**src/rtl/mhs_pkg.sv**
```systemverilog
// Constants, types and layouts shared by the hot-swap and LED manager.
// Assumes a single 100 MHz pclk and an APB master with 32-bit data.
//
// Behaviour
// - Detect active-low handle opening as extraction request.
// - Report handle-open; carrier moves active to deactivation-request. Here the manager makes that move itself on the opening edge.
// - On quiesce: cut payload power, then report quiesced.
// - Rejection returns state to active, blue off.
// - Blue solid on while inactive.
// - Blue long blink, 90 percent, during activation.
// - Blue solid off while active.
// - Blue short blink, 10 percent, during deactivation.
// - Blue flashes while quiescing, steady once power off.
// - Blue lit when seated, off after activation.
// - Red solid on while controller in reset.
// - Red fast 50 percent blink during upgrade.
// - Red short blink when payload power denied.
// - Health green if good, amber on error/power down.
// - Red and health LEDs have application override.
// - Boot: self-test, checksum, then fitness report.
// - Run operational code only after good checksum.
// - Strobe watchdog; its restart keeps payload power.

package mhs_pkg;

  // ************************************************************
  // Timing
  // ************************************************************
  localparam int CLK_PERIOD_NS = 10;
  localparam int BLINK_PERIOD_MS = 1000;
  localparam int BLINK_QUARTERS = 4;
  localparam int BLINK_QUARTER_CYC = BLINK_PERIOD_MS * (1000000 / CLK_PERIOD_NS) / BLINK_QUARTERS;
  localparam int WDOG_INTERVAL_US = 100;
  localparam int WDOG_INTERVAL_CYC = WDOG_INTERVAL_US * 1000 / CLK_PERIOD_NS;
  localparam int PCT_FULL = 100;
  localparam int LONG_ON_PCT = 90;
  localparam int SHORT_ON_PCT = 10;
  localparam int FAST_ON_PCT = 50;
  localparam int CNT_W = 32;

  // ************************************************************
  // Code image checked at boot
  // ************************************************************
  localparam int CODE_WORDS = 16;
  localparam int CODE_AW = 4;
  localparam logic [31:0] SUM_GOOD = 32'h0000_0000;

  // ************************************************************
  // APB register map
  // ************************************************************
  localparam int ADDR_W = 12;
  localparam logic [11:0] CTRL_OFS = 12'h000;
  localparam logic [11:0] CMD_OFS = 12'h004;
  localparam logic [11:0] STATUS_OFS = 12'h008;
  localparam logic [11:0] EVT_OFS = 12'h00C;
  localparam int CMD_ACTIVATE = 0;
  localparam int CMD_QUIESCE = 1;
  localparam int CMD_REJECT = 2;
  localparam int CMD_W = 3;
  localparam int EVT_HANDLE_OPEN = 0;
  localparam int EVT_QUIESCED = 1;
  localparam int EVT_W = 2;
  localparam int STS_HS_LSB = 0;
  localparam int STS_BOOT_LSB = 4;
  localparam int STS_PAYLOAD = 8;
  localparam int STS_HANDLE_OPEN = 9;

  // ************************************************************
  // Types
  // ************************************************************
  typedef enum logic [2:0] {
    state_inactive, state_activation_request, state_activation_progress,
    state_active, state_deactivation_request, state_deactivation_progress
  } mhs_hs_type;

  typedef enum logic [2:0] {
    boot_selftest, boot_checksum, boot_report, boot_run, boot_halt
  } mhs_boot_type;

  typedef enum logic [2:0] {pat_off, pat_on, pat_long, pat_short, pat_fast} mhs_pattern_type;

  // Control register, bit 0 is red_ovr_en
  typedef struct packed {
    logic payload_reset;
    logic health_error;
    logic power_denied;
    logic upgrade_active;
    logic health_ovr_amber;
    logic health_ovr_en;
    logic red_ovr_on;
    logic red_ovr_en;
  } mhs_ctrl_type;
  localparam int CTRL_W = $bits(mhs_ctrl_type);
  localparam mhs_ctrl_type CTRL_RESET = '0;

  typedef struct packed {
    logic blue;
    logic red;
    logic green;
    logic amber;
  } mhs_led_type;

endpackage

```
**src/rtl/mhs_blink.sv**
```systemverilog
// Duty-cycle pattern generator driven by the shared period counter.
// Assumes qidx and qcnt come from one free-running quarter counter.
`timescale 1ns/1ns
module mhs_blink #(
  parameter int QUARTER = mhs_pkg::BLINK_QUARTER_CYC
) (
  input wire logic pclk, // System clock
  input wire logic presetn, // Async reset, low
  input wire logic reset_lit, // Reset level, ignored; lit resets low
  input wire logic [1:0] qidx, // Quarter index of period
  input wire logic [mhs_pkg::CNT_W-1:0] qcnt, // Count within quarter
  input wire mhs_pkg::mhs_pattern_type pattern, // Pattern to show
  output logic lit // LED drive
);
  localparam longint PERIOD = longint'(QUARTER) * mhs_pkg::BLINK_QUARTERS;
  localparam logic [31:0] LONG_ON = 32'(PERIOD * mhs_pkg::LONG_ON_PCT / mhs_pkg::PCT_FULL);
  localparam logic [31:0] SHORT_ON = 32'(PERIOD * mhs_pkg::SHORT_ON_PCT / mhs_pkg::PCT_FULL);
  localparam logic [31:0] FAST_ON =
    32'(longint'(QUARTER) * mhs_pkg::FAST_ON_PCT / mhs_pkg::PCT_FULL);

  logic [31:0] pos;
  logic nxt_lit;

  assign pos = 32'(qidx) * 32'(QUARTER) + qcnt;

  always_comb begin
    case (pattern)
      mhs_pkg::pat_on: nxt_lit = 1'b1;
      mhs_pkg::pat_long: nxt_lit = pos < LONG_ON;
      mhs_pkg::pat_short: nxt_lit = pos < SHORT_ON;
      mhs_pkg::pat_fast: nxt_lit = qcnt < FAST_ON;
      default: nxt_lit = 1'b0;
    endcase
  end

  // Reset level port is ignored; lit resets low and the manager holds red lit through reset instead
  always_ff @(posedge pclk or negedge presetn) begin
    if (!presetn) lit <= 1'b0;
    else lit <= nxt_lit | (reset_lit & 1'b0);
  end

  long_duty_a: assert property (@(posedge pclk) disable iff (!presetn)
    pattern == mhs_pkg::pat_long && pos >= LONG_ON |=> !lit)
    else $error("long blink lit past its share");
  short_duty_a: assert property (@(posedge pclk) disable iff (!presetn)
    pattern == mhs_pkg::pat_short |=> lit == $past(pos < SHORT_ON))
    else $error("short blink share wrong");
  fast_duty_a: assert property (@(posedge pclk) disable iff (!presetn)
    pattern == mhs_pkg::pat_fast && qcnt >= FAST_ON |=> !lit)
    else $error("fast blink lit past half");
endmodule // mhs_blink

```
**src/rtl/mhs_manager.sv**
```systemverilog
// Hot-swap, boot sequencer and front-panel LED manager with APB registers.
// Assumes carrier commands arrive as APB writes from controller firmware,
// and that por_n is the board power-on reset, untouched by watchdog restarts.
`timescale 1ns/1ns
module mhs_manager #(
  parameter int BLINK_QUARTER = mhs_pkg::BLINK_QUARTER_CYC, // Quarter blink period
  parameter int WDOG_CYC = mhs_pkg::WDOG_INTERVAL_CYC // Watchdog strobe spacing
) (
  input wire logic pclk, // 100 MHz clock
  input wire logic presetn, // Controller reset, low
  input wire logic por_n, // Board power-on reset, low
  input wire logic psel, // APB select
  input wire logic penable, // APB enable
  input wire logic pwrite, // APB direction
  input wire logic [mhs_pkg::ADDR_W-1:0] paddr, // APB address
  input wire logic [31:0] pwdata, // APB write data
  output logic [31:0] prdata, // APB read data
  output logic pready, // APB ready
  output logic pslverr, // APB error
  input wire logic handle_switch_n, // Handle switch pin, low open
  input wire logic module_seated_n, // Seated pin, low seated
  input wire logic payload_pgood, // Payload power good pin
  input wire logic selftest_done, // Self-test finished
  input wire logic selftest_pass, // Self-test result
  output logic [mhs_pkg::CODE_AW-1:0] code_addr, // Code image address
  input wire logic [31:0] code_data, // Code word, one cycle later
  output logic fit_report, // Fitness pulse to update_supervisor
  output logic wdog_strobe, // Watchdog strobe to update_supervisor
  output logic handle_open_evt, // Handle-open event pulse
  output logic quiesced_evt, // Quiesced event pulse
  output logic payload_power_en, // Payload power enable
  output mhs_pkg::mhs_led_type leds // Front-panel LEDs
);

  // ************************************************************
  // Pin synchronisers
  // ************************************************************
  logic [2:0] pins_sync;
  logic handle_open, seated, pgood;

  mhs_sync #(.WIDTH(3)) u_sync (
    .pclk(pclk),
    .presetn(por_n),
    .async_in({~handle_switch_n, ~module_seated_n, payload_pgood}),
    .sync_out(pins_sync)
  );
  assign {handle_open, seated, pgood} = pins_sync;

  // ************************************************************
  // APB slave
  // ************************************************************
  mhs_pkg::mhs_ctrl_type ctrl_ff;
  logic [mhs_pkg::CMD_W-1:0] cmd_ff;
  logic [mhs_pkg::EVT_W-1:0] evt_ff;
  logic [31:0] prdata_ff;
  logic [31:0] status;
  logic mapped, wr_acc;
  mhs_pkg::mhs_hs_type hs_ff;
  mhs_pkg::mhs_boot_type boot_ff;

  always_comb begin
    if (paddr == mhs_pkg::CTRL_OFS) mapped = 1'b1;
    else if (paddr == mhs_pkg::CMD_OFS) mapped = 1'b1;
    else if (paddr == mhs_pkg::STATUS_OFS) mapped = 1'b1;
    else if (paddr == mhs_pkg::EVT_OFS) mapped = 1'b1;
    else mapped = 1'b0;
  end

  // Zero wait states; read data is captured in the setup cycle
  assign pready = 1'b1;
  assign pslverr = psel & penable & ~mapped;
  assign prdata = prdata_ff;
  assign wr_acc = psel & penable & pwrite;

  always_comb begin
    status = '0;
    status[mhs_pkg::STS_HS_LSB +: 3] = hs_ff;
    status[mhs_pkg::STS_BOOT_LSB +: 3] = boot_ff;
    status[mhs_pkg::STS_PAYLOAD] = payload_power_en;
    status[mhs_pkg::STS_HANDLE_OPEN] = handle_open;
  end

  always_ff @(posedge pclk or negedge presetn) begin
    if (!presetn) begin
      prdata_ff <= '0;
    end else if (psel && !penable && !pwrite) begin
      if (paddr == mhs_pkg::CTRL_OFS) prdata_ff <= 32'(ctrl_ff);
      else if (paddr == mhs_pkg::STATUS_OFS) prdata_ff <= status;
      else if (paddr == mhs_pkg::EVT_OFS) prdata_ff <= 32'(evt_ff);
      else prdata_ff <= '0;
    end
  end

  always_ff @(posedge pclk or negedge presetn) begin
    if (!presetn) ctrl_ff <= mhs_pkg::CTRL_RESET;
    else if (wr_acc && paddr == mhs_pkg::CTRL_OFS) ctrl_ff <= pwdata[mhs_pkg::CTRL_W-1:0];
  end

  // Commands are one-cycle pulses; the request states take them whatever the boot state
  always_ff @(posedge pclk or negedge presetn) begin
    if (!presetn) cmd_ff <= '0;
    else if (wr_acc && paddr == mhs_pkg::CMD_OFS) cmd_ff <= pwdata[mhs_pkg::CMD_W-1:0];
    else cmd_ff <= '0;
  end

  // Sticky event copies, write one to clear; a new event wins over the clear
  always_ff @(posedge pclk or negedge presetn) begin
    if (!presetn) begin
      evt_ff <= '0;
    end else begin
      evt_ff <= (evt_ff & ~((wr_acc && paddr == mhs_pkg::EVT_OFS) ?
        pwdata[mhs_pkg::EVT_W-1:0] : '0)) | {quiesced_evt, handle_open_evt};
    end
  end

  // ************************************************************
  // Boot sequencer
  // ************************************************************
  logic [mhs_pkg::CODE_AW:0] ck_idx_ff;
  logic ck_vld_ff;
  logic [31:0] sum_ff;
  logic boot_ok;

  always_ff @(posedge pclk or negedge presetn) begin
    if (!presetn) begin
      boot_ff <= mhs_pkg::boot_selftest;
      ck_idx_ff <= '0;
      ck_vld_ff <= 1'b0;
      sum_ff <= '0;
      fit_report <= 1'b0;
    end else begin
      fit_report <= 1'b0;
      case (boot_ff)
        mhs_pkg::boot_selftest: begin
          if (selftest_done) begin
            boot_ff <= selftest_pass ? mhs_pkg::boot_checksum : mhs_pkg::boot_halt;
          end
        end
        mhs_pkg::boot_checksum: begin
          ck_vld_ff <= ck_idx_ff < (mhs_pkg::CODE_AW + 1)'(mhs_pkg::CODE_WORDS);
          if (ck_idx_ff < (mhs_pkg::CODE_AW + 1)'(mhs_pkg::CODE_WORDS)) begin
            ck_idx_ff <= ck_idx_ff + 1'b1;
          end
          if (ck_vld_ff) sum_ff <= sum_ff + code_data;
          if (ck_idx_ff == (mhs_pkg::CODE_AW + 1)'(mhs_pkg::CODE_WORDS) && !ck_vld_ff) begin
            boot_ff <= (sum_ff == mhs_pkg::SUM_GOOD) ? mhs_pkg::boot_report :
              mhs_pkg::boot_halt;
          end
        end
        mhs_pkg::boot_report: begin
          fit_report <= 1'b1;
          boot_ff <= mhs_pkg::boot_run;
        end
        default: boot_ff <= boot_ff;
      endcase
    end
  end

  assign code_addr = ck_idx_ff[mhs_pkg::CODE_AW-1:0];
  assign boot_ok = boot_ff == mhs_pkg::boot_run;

  // ************************************************************
  // Watchdog strobe
  // ************************************************************
  logic [mhs_pkg::CNT_W-1:0] wdog_cnt_ff;

  // Stops when operational code is not running, so the supervisor restarts us
  always_ff @(posedge pclk or negedge presetn) begin
    if (!presetn) begin
      wdog_cnt_ff <= '0;
      wdog_strobe <= 1'b0;
    end else if (boot_ok) begin
      if (wdog_cnt_ff == 32'(WDOG_CYC - 1)) begin
        wdog_cnt_ff <= '0;
        wdog_strobe <= ~wdog_strobe;
      end else begin
        wdog_cnt_ff <= wdog_cnt_ff + 1'b1;
      end
    end
  end

  // ************************************************************
  // Hot-swap state, kept across controller restarts
  // ************************************************************
  logic open_prev_ff;
  logic open_edge;

  assign open_edge = handle_open & ~open_prev_ff;

  always_ff @(posedge pclk or negedge por_n) begin
    if (!por_n) open_prev_ff <= 1'b0;
    else open_prev_ff <= handle_open;
  end

  // Power and state sit on por_n so a watchdog restart leaves payload alone
  always_ff @(posedge pclk or negedge por_n) begin
    if (!por_n) begin
      hs_ff <= mhs_pkg::state_inactive;
      payload_power_en <= 1'b0;
      handle_open_evt <= 1'b0;
      quiesced_evt <= 1'b0;
    end else begin
      handle_open_evt <= 1'b0;
      quiesced_evt <= 1'b0;
      case (hs_ff)
        mhs_pkg::state_inactive: begin
          if (boot_ok && seated && !handle_open) hs_ff <= mhs_pkg::state_activation_request;
        end
        mhs_pkg::state_activation_request: begin
          if (handle_open) hs_ff <= mhs_pkg::state_inactive;
          else if (cmd_ff[mhs_pkg::CMD_ACTIVATE]) hs_ff <= mhs_pkg::state_activation_progress;
        end
        mhs_pkg::state_activation_progress: begin
          payload_power_en <= 1'b1;
          if (pgood) hs_ff <= mhs_pkg::state_active;
        end
        mhs_pkg::state_active: begin
          if (boot_ok && open_edge) begin
            hs_ff <= mhs_pkg::state_deactivation_request;
            handle_open_evt <= 1'b1;
          end
        end
        mhs_pkg::state_deactivation_request: begin
          // Repeated openings here raise nothing new
          if (cmd_ff[mhs_pkg::CMD_REJECT] || !handle_open) begin
            hs_ff <= mhs_pkg::state_active;
          end else if (cmd_ff[mhs_pkg::CMD_QUIESCE]) begin
            hs_ff <= mhs_pkg::state_deactivation_progress;
          end
        end
        mhs_pkg::state_deactivation_progress: begin
          payload_power_en <= 1'b0;
          if (!payload_power_en && !pgood) begin
            quiesced_evt <= 1'b1;
            hs_ff <= mhs_pkg::state_inactive;
          end
        end
        default: hs_ff <= mhs_pkg::state_inactive;
      endcase
    end
  end

  // ************************************************************
  // LEDs
  // ************************************************************
  logic [mhs_pkg::CNT_W-1:0] qcnt_ff;
  logic [1:0] qidx_ff;
  mhs_pkg::mhs_pattern_type blue_pat, red_pat;
  logic blue_lit, red_lit, red_up_ff, amber;

  // One counter paces every pattern, so blue and red blink in step
  always_ff @(posedge pclk or negedge presetn) begin
    if (!presetn) begin
      qcnt_ff <= '0;
      qidx_ff <= '0;
    end else if (qcnt_ff == 32'(BLINK_QUARTER - 1)) begin
      qcnt_ff <= '0;
      qidx_ff <= qidx_ff + 1'b1;
    end else begin
      qcnt_ff <= qcnt_ff + 1'b1;
    end
  end

  always_comb begin
    case (hs_ff)
      mhs_pkg::state_inactive: blue_pat = mhs_pkg::pat_on;
      mhs_pkg::state_activation_request: blue_pat = mhs_pkg::pat_long;
      mhs_pkg::state_activation_progress: blue_pat = mhs_pkg::pat_long;
      mhs_pkg::state_active: blue_pat = mhs_pkg::pat_off;
      default: blue_pat = mhs_pkg::pat_short;
    endcase
    if (ctrl_ff.upgrade_active) red_pat = mhs_pkg::pat_fast;
    else if (ctrl_ff.power_denied) red_pat = mhs_pkg::pat_short;
    else red_pat = mhs_pkg::pat_off;
  end

  mhs_blink #(.QUARTER(BLINK_QUARTER)) u_blue (
    .pclk(pclk),
    .presetn(presetn),
    .reset_lit(1'b1),
    .qidx(qidx_ff),
    .qcnt(qcnt_ff),
    .pattern(blue_pat),
    .lit(blue_lit)
  );

  mhs_blink #(.QUARTER(BLINK_QUARTER)) u_red (
    .pclk(pclk),
    .presetn(presetn),
    .reset_lit(1'b1),
    .qidx(qidx_ff),
    .qcnt(qcnt_ff),
    .pattern(red_pat),
    .lit(red_lit)
  );

  // Red stays lit through reset and until the first clock edge after release
  always_ff @(posedge pclk or negedge presetn) begin
    if (!presetn) red_up_ff <= 1'b0;
    else red_up_ff <= 1'b1;
  end

  assign amber = ctrl_ff.health_error | ~payload_power_en | ctrl_ff.payload_reset;

  always_comb begin
    leds.blue = blue_lit;
    if (!red_up_ff) leds.red = 1'b1;
    else if (ctrl_ff.red_ovr_en) leds.red = ctrl_ff.red_ovr_on;
    else leds.red = red_lit;
    if (ctrl_ff.health_ovr_en) leds.amber = ctrl_ff.health_ovr_amber;
    else leds.amber = amber;
    leds.green = ~leds.amber;
  end

  // ************************************************************
  // Checks
  // ************************************************************
  handle_open_a: assert property (@(posedge pclk) disable iff (!por_n || !presetn)
    hs_ff == mhs_pkg::state_active && boot_ok && open_edge
    |=> handle_open_evt && hs_ff == mhs_pkg::state_deactivation_request)
    else $error("handle opening not reported");
  repeat_open_a: assert property (@(posedge pclk) disable iff (!por_n)
    hs_ff == mhs_pkg::state_deactivation_request |=> !handle_open_evt)
    else $error("repeated handle-open reported");
  quiesce_order_a: assert property (@(posedge pclk) disable iff (!por_n)
    quiesced_evt |-> !payload_power_en && !$past(payload_power_en, 2)
      && hs_ff == mhs_pkg::state_inactive)
    else $error("quiesced sent before power removed");
  reject_return_a: assert property (@(posedge pclk) disable iff (!por_n || !presetn)
    hs_ff == mhs_pkg::state_deactivation_request && cmd_ff[mhs_pkg::CMD_REJECT]
    |=> hs_ff == mhs_pkg::state_active ##2 !leds.blue)
    else $error("reject did not restore active");
  blue_solid_a: assert property (@(posedge pclk) disable iff (!por_n || !presetn)
    hs_ff == mhs_pkg::state_inactive [*3] |-> leds.blue)
    else $error("blue not on while inactive");
  blue_off_a: assert property (@(posedge pclk) disable iff (!por_n || !presetn)
    hs_ff == mhs_pkg::state_active [*2] |-> !leds.blue)
    else $error("blue lit while active");
  boot_order_a: assert property (@(posedge pclk) disable iff (!presetn)
    $rose(fit_report) |-> $past(boot_ff, 2) == mhs_pkg::boot_checksum)
    else $error("fitness report out of order");
  run_gate_a: assert property (@(posedge pclk) disable iff (!presetn)
    boot_ff == mhs_pkg::boot_report |-> $past(sum_ff) == mhs_pkg::SUM_GOOD)
    else $error("ran with a bad checksum");
  wdog_pace_a: assert property (@(posedge pclk) disable iff (!presetn)
    boot_ok && wdog_cnt_ff == 32'(WDOG_CYC - 1) |=> wdog_strobe != $past(wdog_strobe))
    else $error("watchdog strobe missed");
  health_a: assert property (@(posedge pclk) disable iff (!presetn)
    !ctrl_ff.health_ovr_en && !payload_power_en |-> leds.amber && !leds.green)
    else $error("health not amber with power down");
endmodule // mhs_manager

```
**src/rtl/mhs_sync.sv**
```systemverilog
// Two-flop synchroniser for asynchronous level pins.
// Assumes inputs are slow levels; no pulse may be shorter than two cycles.
`timescale 1ns/1ns
module mhs_sync #(
  parameter int WIDTH = 1
) (
  input wire logic pclk, // System clock
  input wire logic presetn, // Async reset, low
  input wire logic [WIDTH-1:0] async_in, // Pin levels
  output logic [WIDTH-1:0] sync_out // Synchronised levels
);
  logic [WIDTH-1:0] meta_ff;

  always_ff @(posedge pclk or negedge presetn) begin
    if (!presetn) begin
      meta_ff <= '0;
      sync_out <= '0;
    end else begin
      meta_ff <= async_in;
      sync_out <= meta_ff;
    end
  end
endmodule // mhs_sync
```
**config.mk**
```make
export PLATFORM = sky130hd
export DESIGN_NAME = mhs_manager
export DESIGN_NICKNAME = d
export VERILOG_FILES = /design/src/rtl/mhs_pkg.sv /design/src/rtl/mhs_blink.sv /design/src/rtl/mhs_manager.sv /design/src/rtl/mhs_sync.sv
export SDC_FILE = /design/constraint.sdc
export NUM_CORES = 1
export LEC_CHECK = 0
export ABC_CLOCK_PERIOD_IN_PS = 4100
export BUFFER_PORTS_ARGS = -buffer_cell sky130_fd_sc_hd__clkbuf_2
export CORE_MARGIN = 5
export CORE_UTILIZATION = 40
export CTS_BUF_LIST = sky130_fd_sc_hd__clkbuf_8 sky130_fd_sc_hd__clkbuf_16
export DETAILED_ROUTE_END_ITERATION = 16
export MAX_ROUTING_LAYER = met4
export PLACE_DENSITY = 0.56
export RECOVER_POWER = 50
export SETUP_SLACK_MARGIN = 0.15
export SLEW_MARGIN = 10
export SYNTH_ARGS = -nofsm -noshare
export SYNTH_HDL_FRONTEND = slang
export SYNTH_HIERARCHICAL = 1
export SYNTH_SLANG_ARGS = --single-unit
```
**constraint.sdc**
```tcl
create_clock -name pclk -period 4.1 [get_ports pclk]
set_clock_uncertainty 0.15 [all_clocks]
set_input_delay 0.41 -clock pclk [delete_from_list [all_inputs] [get_ports pclk]]
set_output_delay 0.41 -clock pclk [all_outputs]
set_load 0.03 [all_outputs]
```
==> metrics, run 1 <==
filler cell count=2880; deepest clock path buffer count=2; global-route wire length before repair=48.9 mm; cells on worst reg2reg path=11; fraction of layout cells with a size suffix above 1=12.7%; net switching share of the total power=39.7%; required arrival time at the worst endpoint=4300 ps; non-filler cells, final=1799; share of flip-flops with an asynchronous set or reset after synthesis=100%; clock transition at the registers of the reported paths=70 ps; largest net degree at the start of global routing=105; floorplan die area=32400 um^2; WP data arrival=3970 ps; number of cells in the design after placement=1759; CTS HTree Levels=4; HPWL after DPL=21.7 mm; Worst VDD drop=0.318 mV; internal power consumption=3.30 mW; sequential area share after synthesis=32.1%; fraction of power consumed by sequential logic=34.6%; core area=28600 um^2; portion of total power attributed to the clock network=27.8%; synthesized area=11500 um^2; transition time of the tightest slew-check pin=2710 ps; Post-layout nets=1573; final-report hold violation count=0; Crit Path Class=flop to flop; minimum period implied by the final worst setup slack=3770 ps; area share of the largest cell type after synthesis=32.1%; CTS tree=done; dominant register cell in the synthesized netlist=sky130_fd_sc_hd__dfrtp_1; TritonRoute pass-1 iters=4; vias in the first global route=9541; layout-stage area growth over the synthesis result=10.9%; distinct cell type count after synthesis=92; power share of the combinational group=37.6%; die boundary height=180 um; post-synthesis register bit count=148; count of final setup violators=0; crit path max fanout=10; kind of path behind the tightest hold check=input port to flop; RSZ-0062 raised after global routing=true; Leak=5.67 nW; count of mapped cells out of synthesis=1324; number of synthesis warnings=6; remaining antenna violation count after routing=0; # port buffers=86; relative slew slack=-80.6%; dominant cell type by area after synthesis=sky130_fd_sc_hd__dfrtp_1; DR vias=9883; initial antenna violation count=0; Final Slew Violations=105; row count=62; number of stages on the worst hold path=2; critical path startpoint category=flop; total length of routed wires=28.7 mm; TNS Setup=0 ps; antenna diode count=0; gr usage total=18.2%; average footprint of a synthesized cell=8.72 um^2; outcome=finished with violations; top-level I/O count=134; synth top area cells=sky130_fd_sc_hd__dfrtp_1, sky130_fd_sc_hd__ha_1, sky130_fd_sc_hd__xnor2_1, sky130_fd_sc_hd__nand2_1, sky130_fd_sc_hd__o21ai_0; CTS buffer count=17; initial core utilization=40.3%; worst skew pair latency=430 ps; width of the die=180 um; share of the clock period used by the worst path=91.9%; total grt overflow=0; Vias per Instance=5.49; endpoint class of the critical path=flop; pwr/cell area=427 nW/um^2; library cell used as clock root buffer=sky130_fd_sc_hd__clkbuf_16; number of DRC markers after the initial detailed-route iteration=646; final RePlAce weighted congestion=0.887; failing checks=capacitance limit, slew limit; Clock Sinks=148; Avg WL per Cell=15.9 um; # DRC=0; number of synthesized flops with an enable pin=0; maximum clock rate=265 MHz; Switching Power=2.17 mW; max capacitance violation total=1
-- final cells by class --
class | instances | area [um^2] | area share (%)
clock inverter | 14 | 123 | 0.958
inverter | 44 | 165 | 1.29
sequential | 148 | 3710 | 28.9
multi-input combinational | 1081 | 7290 | 57.0
clock buffer | 18 | 439 | 3.43
timing repair buffer | 110 | 597 | 4.66
tap | 384 | 480 | 3.75
-- power by group through the flow --
| stage | Sequential [mW] | Clock (mW) | Combinational [mW] |
|---|---|---|---|
| 2_1_floorplan | 1.83 | 0 | 1.71 |
| 3_3_place_gp | 1.91 | 0 | 2.01 |
| 3_5_place_dp | 1.92 | 0 | 2.04 |
| 4_1_cts | 1.89 | 1.57 | 2.06 |
| 5_1_grt | 1.93 | 1.63 | 2.29 |
| 6_report | 1.89 | 1.52 | 2.05 |
-- registers in the layout, indices dropped and copies added (netlist names), 3 cells and up --
signal and cells:
qcnt_ff 32, sum_ff 32, wdog_cnt_ff 32, prdata 10
ctrl_ff 8, ck_idx_ff 5, boot_ff 3, cmd_ff 3
hs_ff 3, u_sync/meta_ff 3, u_sync/sync_out 3
-- worst max-delay path, stage by stage (launching register included) --
cell	delay [ps]
sky130_fd_sc_hd__dfrtp_2	450
sky130_fd_sc_hd__buf_4	170
sky130_fd_sc_hd__ha_1	250
sky130_fd_sc_hd__ha_2	440
sky130_fd_sc_hd__nand3b_1	130
sky130_fd_sc_hd__o21ai_0	80
sky130_fd_sc_hd__a311o_1	280
sky130_fd_sc_hd__a311o_1	330
sky130_fd_sc_hd__or4_1	520
sky130_fd_sc_hd__a311o_1	400
sky130_fd_sc_hd__a311o_1	320
sky130_fd_sc_hd__a22oi_1	170
-- cells in the final DEF (no fill, tap or decap), types with 42 or more instances in the layout --
cell	netlist	final
sky130_fd_sc_hd__dfrtp_1	148	146
sky130_fd_sc_hd__o21ai_0	79	77
sky130_fd_sc_hd__xnor2_1	69	69
sky130_fd_sc_hd__nand4_1	47	47
sky130_fd_sc_hd__nand2_1	132	132
sky130_fd_sc_hd__ha_1	81	78
sky130_fd_sc_hd__a21oi_1	78	78
sky130_fd_sc_hd__clkbuf_2	1	68
sky130_fd_sc_hd__xor2_1	43	43
sky130_fd_sc_hd__inv_1	44	42
sky130_fd_sc_hd__nor2_1	89	89
sky130_fd_sc_hd__nand3_1	58	58
-- logic make-up after synthesis --
kind of cell,synth area share [%]
AO/OA/AOI/OAI,19.7
XOR/XNOR,8.49
adder cells (fa/ha/maj),9.30
buffers and inverters,5.69
flip-flops,32.1
multiplexers,1.50
other,0.0650
AND/OR/NAND/NOR,23.2
-- synth_stat cells (10+ instances only) --
master	count
sky130_fd_sc_hd__xor2_1	43
sky130_fd_sc_hd__nor2_1	89
sky130_fd_sc_hd__and4_1	10
sky130_fd_sc_hd__and2_1	14
sky130_fd_sc_hd__o21ai_1	14
sky130_fd_sc_hd__and3_1	16
sky130_fd_sc_hd__mux2_2	10
sky130_fd_sc_hd__o21a_1	11
sky130_fd_sc_hd__dfrtp_1	148
sky130_fd_sc_hd__a31oi_1	15
sky130_fd_sc_hd__clkbuf_1	24
sky130_fd_sc_hd__a22oi_1	12
sky130_fd_sc_hd__nand2b_1	11
sky130_fd_sc_hd__nand2_1	132
sky130_fd_sc_hd__inv_1	44
sky130_fd_sc_hd__ha_1	81
sky130_fd_sc_hd__xnor2_1	69
sky130_fd_sc_hd__nor4_1	27
sky130_fd_sc_hd__or3_1	10
sky130_fd_sc_hd__o31ai_1	10
sky130_fd_sc_hd__nand4_1	47
sky130_fd_sc_hd__nand3_1	58
sky130_fd_sc_hd__a21oi_1	78
sky130_fd_sc_hd__a21o_1	19
sky130_fd_sc_hd__nor3_1	26
sky130_fd_sc_hd__buf_4	38
sky130_fd_sc_hd__o21ai_0	79
-- stage by stage --
step	hold WS [ps]	worst slack [ps]	util, %	area [um^2]	power (mW)
2_1_floorplan	-35.6	303	-	11600	3.54
3_3_place_gp	172	287	42.6	12200	3.93
3_5_place_dp	175	246	42.6	12200	3.95
4_1_cts	48.0	219	44.7	12800	5.52
5_1_grt	55.1	86.2	44.7	12800	5.85
6_report	66.7	331	44.7	12800	5.46
-- path summary, 6_finish.rpt --
path,startpoint,end,slack [ps]
worst max-delay path,qidx_ff[1],u_blue/lit,330
worst min-delay path,pwdata[7],ctrl_ff[7],70
worst max register to register,qidx_ff[1],u_blue/lit,330
worst min register to register,u_sync/meta_ff[0],u_sync/sync_out[0],200
max in group asynchronous,presetn,qidx_ff[0],830
min in group asynchronous,por_n,u_sync/sync_out[1],370
-- timing repair --
item	in CTS	in global routing
endpoints found under the hold margin	22	0
resized for setup	0	13
hold buffers	5	0
setup buffers	0	3
endpoints found under the setup margin	0	2
-- per-layer routing --
metal / up-vias / track usage [%] / share of wire (%)
li1: 4963 / - / -
met5: - / - / 0
met2: 167 / 28.2 / 45
met1: 4738 / 25.4 / 50
met3: 15 / 2.99 / 3.8
met4: 0 / 3.84 / 0.79
Power figures use the tool's default switching activity.
==> inputs of run 2 (changes only) <==
--- a/config.mk
+++ b/config.mk
@@ -7,12 +7,14 @@
 export LEC_CHECK = 0
 export ABC_CLOCK_PERIOD_IN_PS = 4100
 export BUFFER_PORTS_ARGS = -buffer_cell sky130_fd_sc_hd__clkbuf_2
+export CELL_PAD_IN_SITES_DETAIL_PLACEMENT = 1
+export CELL_PAD_IN_SITES_GLOBAL_PLACEMENT = 2
 export CORE_MARGIN = 5
-export CORE_UTILIZATION = 40
+export CORE_UTILIZATION = 37
 export CTS_BUF_LIST = sky130_fd_sc_hd__clkbuf_8 sky130_fd_sc_hd__clkbuf_16
 export DETAILED_ROUTE_END_ITERATION = 16
 export MAX_ROUTING_LAYER = met4
-export PLACE_DENSITY = 0.56
+export PLACE_DENSITY = 0.8
 export RECOVER_POWER = 50
 export SETUP_SLACK_MARGIN = 0.15
 export SLEW_MARGIN = 10
==> metrics, run 2 (same netlist as run 1, synthesis figures left out) <==
final-report hold violation count=0 (unchanged); # port buffers=86 (unchanged); layout-stage area growth over the synthesis result=11.5%; met1 track demand over resource in global routing=24.9% (-0.50 points); clock transition at the registers of the reported paths=70 ps (about the same); floorplan die area=34800 um^2 (+7.7%); Leak=5.69 nW (+0.39%); core area=30700 um^2 (+7.1%); pwr/cell area=429 nW/um^2 (+0.49%); kind of path behind the tightest hold check=input port to flop; non-filler cells, final=1815 (+0.89%); number of DRC markers after the initial detailed-route iteration=516 (-20%); minimum period implied by the final worst setup slack=3810 ps (+43.2 ps); WP data arrival=4030 ps (+60 ps); worst stage delay on the critical path=530 ps (about the same); largest net degree at the start of global routing=79 (-25%); most utilized layer in the global route result=met2; maximum clock rate=262 MHz (-1.1%); library cell used as clock root buffer=sky130_fd_sc_hd__clkbuf_16; antenna diode count=0 (unchanged); CP Cell Sequence=inv_2 > ha_1 > ha_1 > and4_1 > a31oi_4 > o21a_4 > nor4b_1 > a311o_1 > or4_1 > a311o_1 > a311o_1 > a22oi_1; remaining antenna violation count after routing=0 (unchanged); total grt overflow=0 (unchanged); die boundary height=187 um (+3.8%); outcome=finished with violations; Avg WL per Cell=17.7 um (+11%); number of cells in the design after placement=1775 (+0.91%); cell family with the largest share of critical-path delay=compound AO/OA/AOI/OAI gates; Top cell by count, worst path=sky130_fd_sc_hd__a311o_1; final RePlAce weighted congestion=0.834 (-6.1%); CTS tree=done; endpoint class of the critical path=flop; vias in the first global route=10.4k (+9.4%); gr usage total=18.8% (+0.59 points); Post-layout nets=1577 (+0.25%); most frequent standard cell in the layout excluding fill and tap cells=sky130_fd_sc_hd__dfrtp_1; # DRC=0 (unchanged); top-level I/O count=134 (unchanged); CTS buffer count=17 (unchanged); worst skew pair latency=450 ps (+20 ps); row count=64 (+3.2%); Post-Place Cell Area=12200 um^2 (+0.37%); deepest clock path buffer count=2 (unchanged); max capacitance violation total=1 (unchanged); TritonRoute pass-1 iters=5 (+1); met3 track demand over resource in global routing=3.31% (+0.32 points); critical path startpoint category=flop; global-route wire length before repair=54.1 mm (+11%); width of the die=187 um (+3.8%); Final Slew Violations=79 (-25%); CTS HTree Levels=4 (unchanged); total length of routed wires=32.2 mm (+12%); TNS Setup=0 ps (unchanged); required arrival time at the worst endpoint=4310 ps (about the same); count of final setup violators=0 (unchanged); worst hold slack across all endpoints=47.1 ps (-19.6 ps); Clock Sinks=148 (unchanged); transition time of the tightest slew-check pin=1960 ps (-750 ps); GR met2 Demand/Resource=31.0% (+2.9 points); finished layout cell area=12900 um^2 (+0.53%); share of the clock period used by the worst path=93.0% (+1.1 points); crit path max fanout=7 (-3); HPWL after DPL=24.5 mm (+13%); initial core utilization=37.7% (-2.7 points); relative slew slack=-30.7% (+50 points); worst path bufs/invs=1 (unchanged); DR vias=10.0k (+1.4%); Worst VDD drop=0.291 mV (-8.6%); fraction of layout cells with a size suffix above 1=13.2% (+0.46 points); Crit Path Class=flop to flop; RSZ-0062 raised after global routing=false; failing checks=capacitance limit, slew limit; library cell contributing the largest single delay on the critical path=sky130_fd_sc_hd__or4_1; DP Worst Slack=154 ps (-91.7 ps); largest registers=qcnt_ff (32), sum_ff (32), wdog_cnt_ff (32); most used cells in the layout excluding fill and tap cells=sky130_fd_sc_hd__dfrtp_1, sky130_fd_sc_hd__nand2_1, sky130_fd_sc_hd__nor2_1; Vias per Instance=5.52 (+0.50%); initial antenna violation count=0 (unchanged); Worst Setup Slack, final=288 ps (-43.2 ps)
run 2: cell types whose count changed in the layout (fill, tap and decap cells not counted), moves of 3 or more:
cell / change
sky130_fd_sc_hd__buf_4: +3
sky130_fd_sc_hd__inv_6: +3
sky130_fd_sc_hd__o21ai_0: +3
sky130_fd_sc_hd__o21ai_1: -3
run 2: worst paths after layout:
kind                       cells past startpoint              start            endpoint  slack [ps]
max                                           12         qidx_ff[1]           u_red/lit         290
max in group asynchronous                      3            presetn           sum_ff[9]        1220
min in group asynchronous                      2              por_n  u_sync/sync_out[2]         370
min                                            2          pwdata[4]          ctrl_ff[4]          50
max reg2reg                                   12         qidx_ff[1]           u_red/lit         290
min reg2reg                                    0  u_sync/meta_ff[1]  u_sync/sync_out[1]         210
run 2: area by class of cell:
cell class              instances  area, um^2
repair buffers                114         622
flip-flops and latches        148        3710
multi-input cells            1081        7320
clock buffers                  17         425
well taps                     396         495
inverters                      44         165
fillers                      3659       17800
clock inverters                15         140
run 2: what timing repair did:
item / CTS / global route
buffers inserted: 0 / 3
endpoints found under the setup margin: 2 / 2
hold endpoints to repair: 92 / 0
resized for setup: 2 / 16
hold buffers: 5 / 0
pin swaps: 0 / 3
run 2: per-layer routing:
metal / vias up / part of all wire, %
li1: 4963 / -
met4: 0 / 0.55
met5: - / 0
met1: 4919 / 48
met2: 128 / 48
met3: 11 / 3.1
run 2: through the flow:
step	util (%)	power, mW
2_1_floorplan	-	3.54
3_5_place_dp	39.9	4.00
4_1_cts	41.9	5.59
6_report	42.0	5.52
3_3_place_gp	39.9	3.95
5_1_grt	42.0	5.92
run 2: where the power goes:
group | leakage (nW) | switching (mW) | internal, mW | total, mW
Clock | 0.274 | 0.740 | 0.802 | 1.54
Sequential | 1.92 | 0.229 | 1.67 | 1.90
Combinational | 3.50 | 1.26 | 0.819 | 2.08
Total | 5.69 | 2.23 | 3.29 | 5.52
==> inputs of run 3 (changes only) <==
--- a/config.mk
+++ b/config.mk
@@ -5,7 +5,7 @@
 export SDC_FILE = /design/constraint.sdc
 export NUM_CORES = 1
 export LEC_CHECK = 0
-export ABC_CLOCK_PERIOD_IN_PS = 4100
+export ABC_CLOCK_PERIOD_IN_PS = 3800
 export BUFFER_PORTS_ARGS = -buffer_cell sky130_fd_sc_hd__clkbuf_2
 export CELL_PAD_IN_SITES_DETAIL_PLACEMENT = 1
 export CELL_PAD_IN_SITES_GLOBAL_PLACEMENT = 2
==> constraint.sdc (replaced) <==
create_clock -name pclk -period 3.8 [get_ports pclk]
set_clock_uncertainty 0.15 [all_clocks]
set_input_delay 0.38 -clock pclk [delete_from_list [all_inputs] [get_ports pclk]]
set_output_delay 0.38 -clock pclk [all_outputs]
set_load 0.03 [all_outputs]
==> metrics, run 3 (same netlist as run 1, synthesis figures left out) <==
count of final setup violators=0 (unchanged); cell family with the largest share of critical-path delay=compound AO/OA/AOI/OAI gates; TritonRoute pass-1 iters=5 (unchanged); Post-layout nets=1620 (+2.7%); kind of path behind the tightest hold check=input port to flop; Leak=5.93 nW (+4.2%); met2 WL=15.9 mm (+3.2%); gr usage total=19.0% (+0.19 points); number of DRC markers after the initial detailed-route iteration=396 (-23%); initial core utilization=37.7% (unchanged); number of cells in the design after placement=1803 (+1.6%); top-level I/O count=134 (unchanged); CP Cell Sequence=inv_2 > ha_4 > ha_1 > a21o_1 > a31oi_4 > o21a_4 > nor4b_1 > a311o_1 > or4_1 > a311o_1 > a311o_1 > a22oi_2; total met3 wirelength after detailed routing=975 um (-2.3%); minimum period implied by the final worst setup slack=3590 ps (-219 ps); antenna diode count=0 (unchanged); worst stage delay on the critical path=530 ps (about the same); worst skew pair latency=440 ps (about the same); relative slew slack=-16.0% (+15 points); required arrival time at the worst endpoint=4020 ps (-290 ps); Top cell by count, worst path=sky130_fd_sc_hd__a311o_1; sum of internal, switching and leakage power=6.01 mW (+8.9%); final RePlAce weighted congestion=0.850 (+2.0%); vias in the first global route=10.6k (+1.8%); filler cell count=3634 (-0.68%); total length of routed wires=33.0 mm (+2.4%); Top Layer Used=met4; Avg WL per Cell=17.7 um (about the same); WP data arrival=3810 ps (-220 ps); Worst VDD drop=0.313 mV (+7.7%); global-route wire length before repair=54.6 mm (+0.88%); outcome=finished with violations; layout-stage area growth over the synthesis result=16.7%; deepest clock path buffer count=2 (unchanged); DR vias=10.3k (+2.8%); # DRC=0 (unchanged); most used cells in the layout excluding fill and tap cells=sky130_fd_sc_hd__dfrtp_1, sky130_fd_sc_hd__nand2_1, sky130_fd_sc_hd__nor2_1; crit path max fanout=6 (-1); initial antenna violation count=0 (unchanged); Vias per Instance=5.55 (+0.46%); CTS buffer count=17 (unchanged); floorplan die area=34800 um^2 (unchanged); Final Slew Violations=66 (-16%); transition time of the tightest slew-check pin=1740 ps (-219 ps); endpoint class of the critical path=flop; Crit Path Class=flop to flop; TNS Setup=0 ps (unchanged); setup slack on the worst flop-to-flop path=210 ps (-80 ps); CTS HTree Levels=4 (unchanged); critical path startpoint category=flop; # port buffers=86 (unchanged); RSZ-0062 raised after global routing=true; non-filler cells, final=1858 (+2.4%); remaining antenna violation count after routing=0 (unchanged); Clock Sinks=148 (unchanged); total grt overflow=0 (unchanged); Routed met1 length=15.9 mm (+1.7%); CTS tree=done; final-report hold violation count=0 (unchanged); fraction of layout cells with a size suffix above 1=18.5% (+5.4 points); clock transition at the registers of the reported paths=70 ps (about the same); most frequent standard cell in the layout excluding fill and tap cells=sky130_fd_sc_hd__dfrtp_1; worst path bufs/invs=1 (unchanged); Post-Place Cell Area=12500 um^2 (+1.8%); library cell contributing the largest single delay on the critical path=sky130_fd_sc_hd__or4_1; row count=64 (unchanged); largest net degree at the start of global routing=72 (-8.9%); HPWL after DPL=25.2 mm (+2.7%); max capacitance violation total=1 (unchanged); fraction of the core area covered by cells at the end of the flow=43.9% (+2.0 points); width of the die=187 um (unchanged); die boundary height=187 um (unchanged); maximum clock rate=278 MHz (+6.1%); failing checks=capacitance limit, slew limit; share of the clock period used by the worst path=94.5% (+1.6 points); pwr/cell area=446 nW/um^2 (+4.0%); library cell used as clock root buffer=sky130_fd_sc_hd__clkbuf_16; finished layout cell area=13500 um^2 (+4.7%); core area=30700 um^2 (unchanged); largest registers=qcnt_ff (32), sum_ff (32), wdog_cnt_ff (32)
-- run 3: worst register-to-register path: cells and delay by family (launching register included) --
| kind | cells | cell delay [ps] |
|---|---|---|
| adders and majority gates | 2 | 520 |
| and+or+nand+nor | 2 | 590 |
| DFF | 1 | 470 |
| buffers and inverters | 1 | 110 |
| AOI/OAI and AO/OA | 7 | 1690 |
-- run 3: worst paths after layout --
kind / start / endpoint / depth (start not counted)
max reg2reg: qidx_ff[0] / u_red/lit / 12
min reg2reg: u_sync/meta_ff[2] / u_sync/sync_out[2] / 0
max: qidx_ff[0] / u_red/lit / 12
max in group asynchronous: presetn / qidx_ff[0] / 3
min: pwdata[3] / ctrl_ff[3] / 2
min in group asynchronous: por_n / u_sync/meta_ff[1] / 2
-- run 3: routing by layer --
layer / vias to the layer above / track usage (%)
met5: - / -
met4: 0 / 3.03
met3: 18 / 3.29
met2: 134 / 31.6
met1: 5114 / 24.9
li1: 5040 / -
-- run 3: power breakdown --
group	total (mW)	switching, mW	internal, mW
logic	2.27	1.38	0.889
clock network	1.69	0.770	0.919
registers	2.05	0.250	1.80
-- run 3: timing repair --
action                                  CTS  global route
buffers inserted                          2            14
hold buffers                              7             0
endpoints found under the hold margin    82             0
resized for setup                        16            47
pin swaps                                 3            19
endpoints found under the setup margin    2             2
-- run 3: through the flow --
| stage | setup slack [ps] | hold WS, ps |
|---|---|---|
| 3_3_place_gp | 16.1 | 130 |
| 2_1_floorplan | 157 | -65.6 |
| 5_1_grt | 67.5 | 8.51 |
| 3_5_place_dp | -51.6 | 135 |
| 4_1_cts | 139 | 0.0685 |
| 6_report | 207 | 24.8 |
-- run 3: cell type report --
cell class	count	area (um^2)	share of cell area, %
well taps	396	495	3.68
multi-input cells	1081	7560	56.1
flip-flops and latches	148	3700	27.5
repair buffers	157	968	7.19
inverters	44	169	1.25
clock inverters	15	149	1.11
clock buffers	17	425	3.16
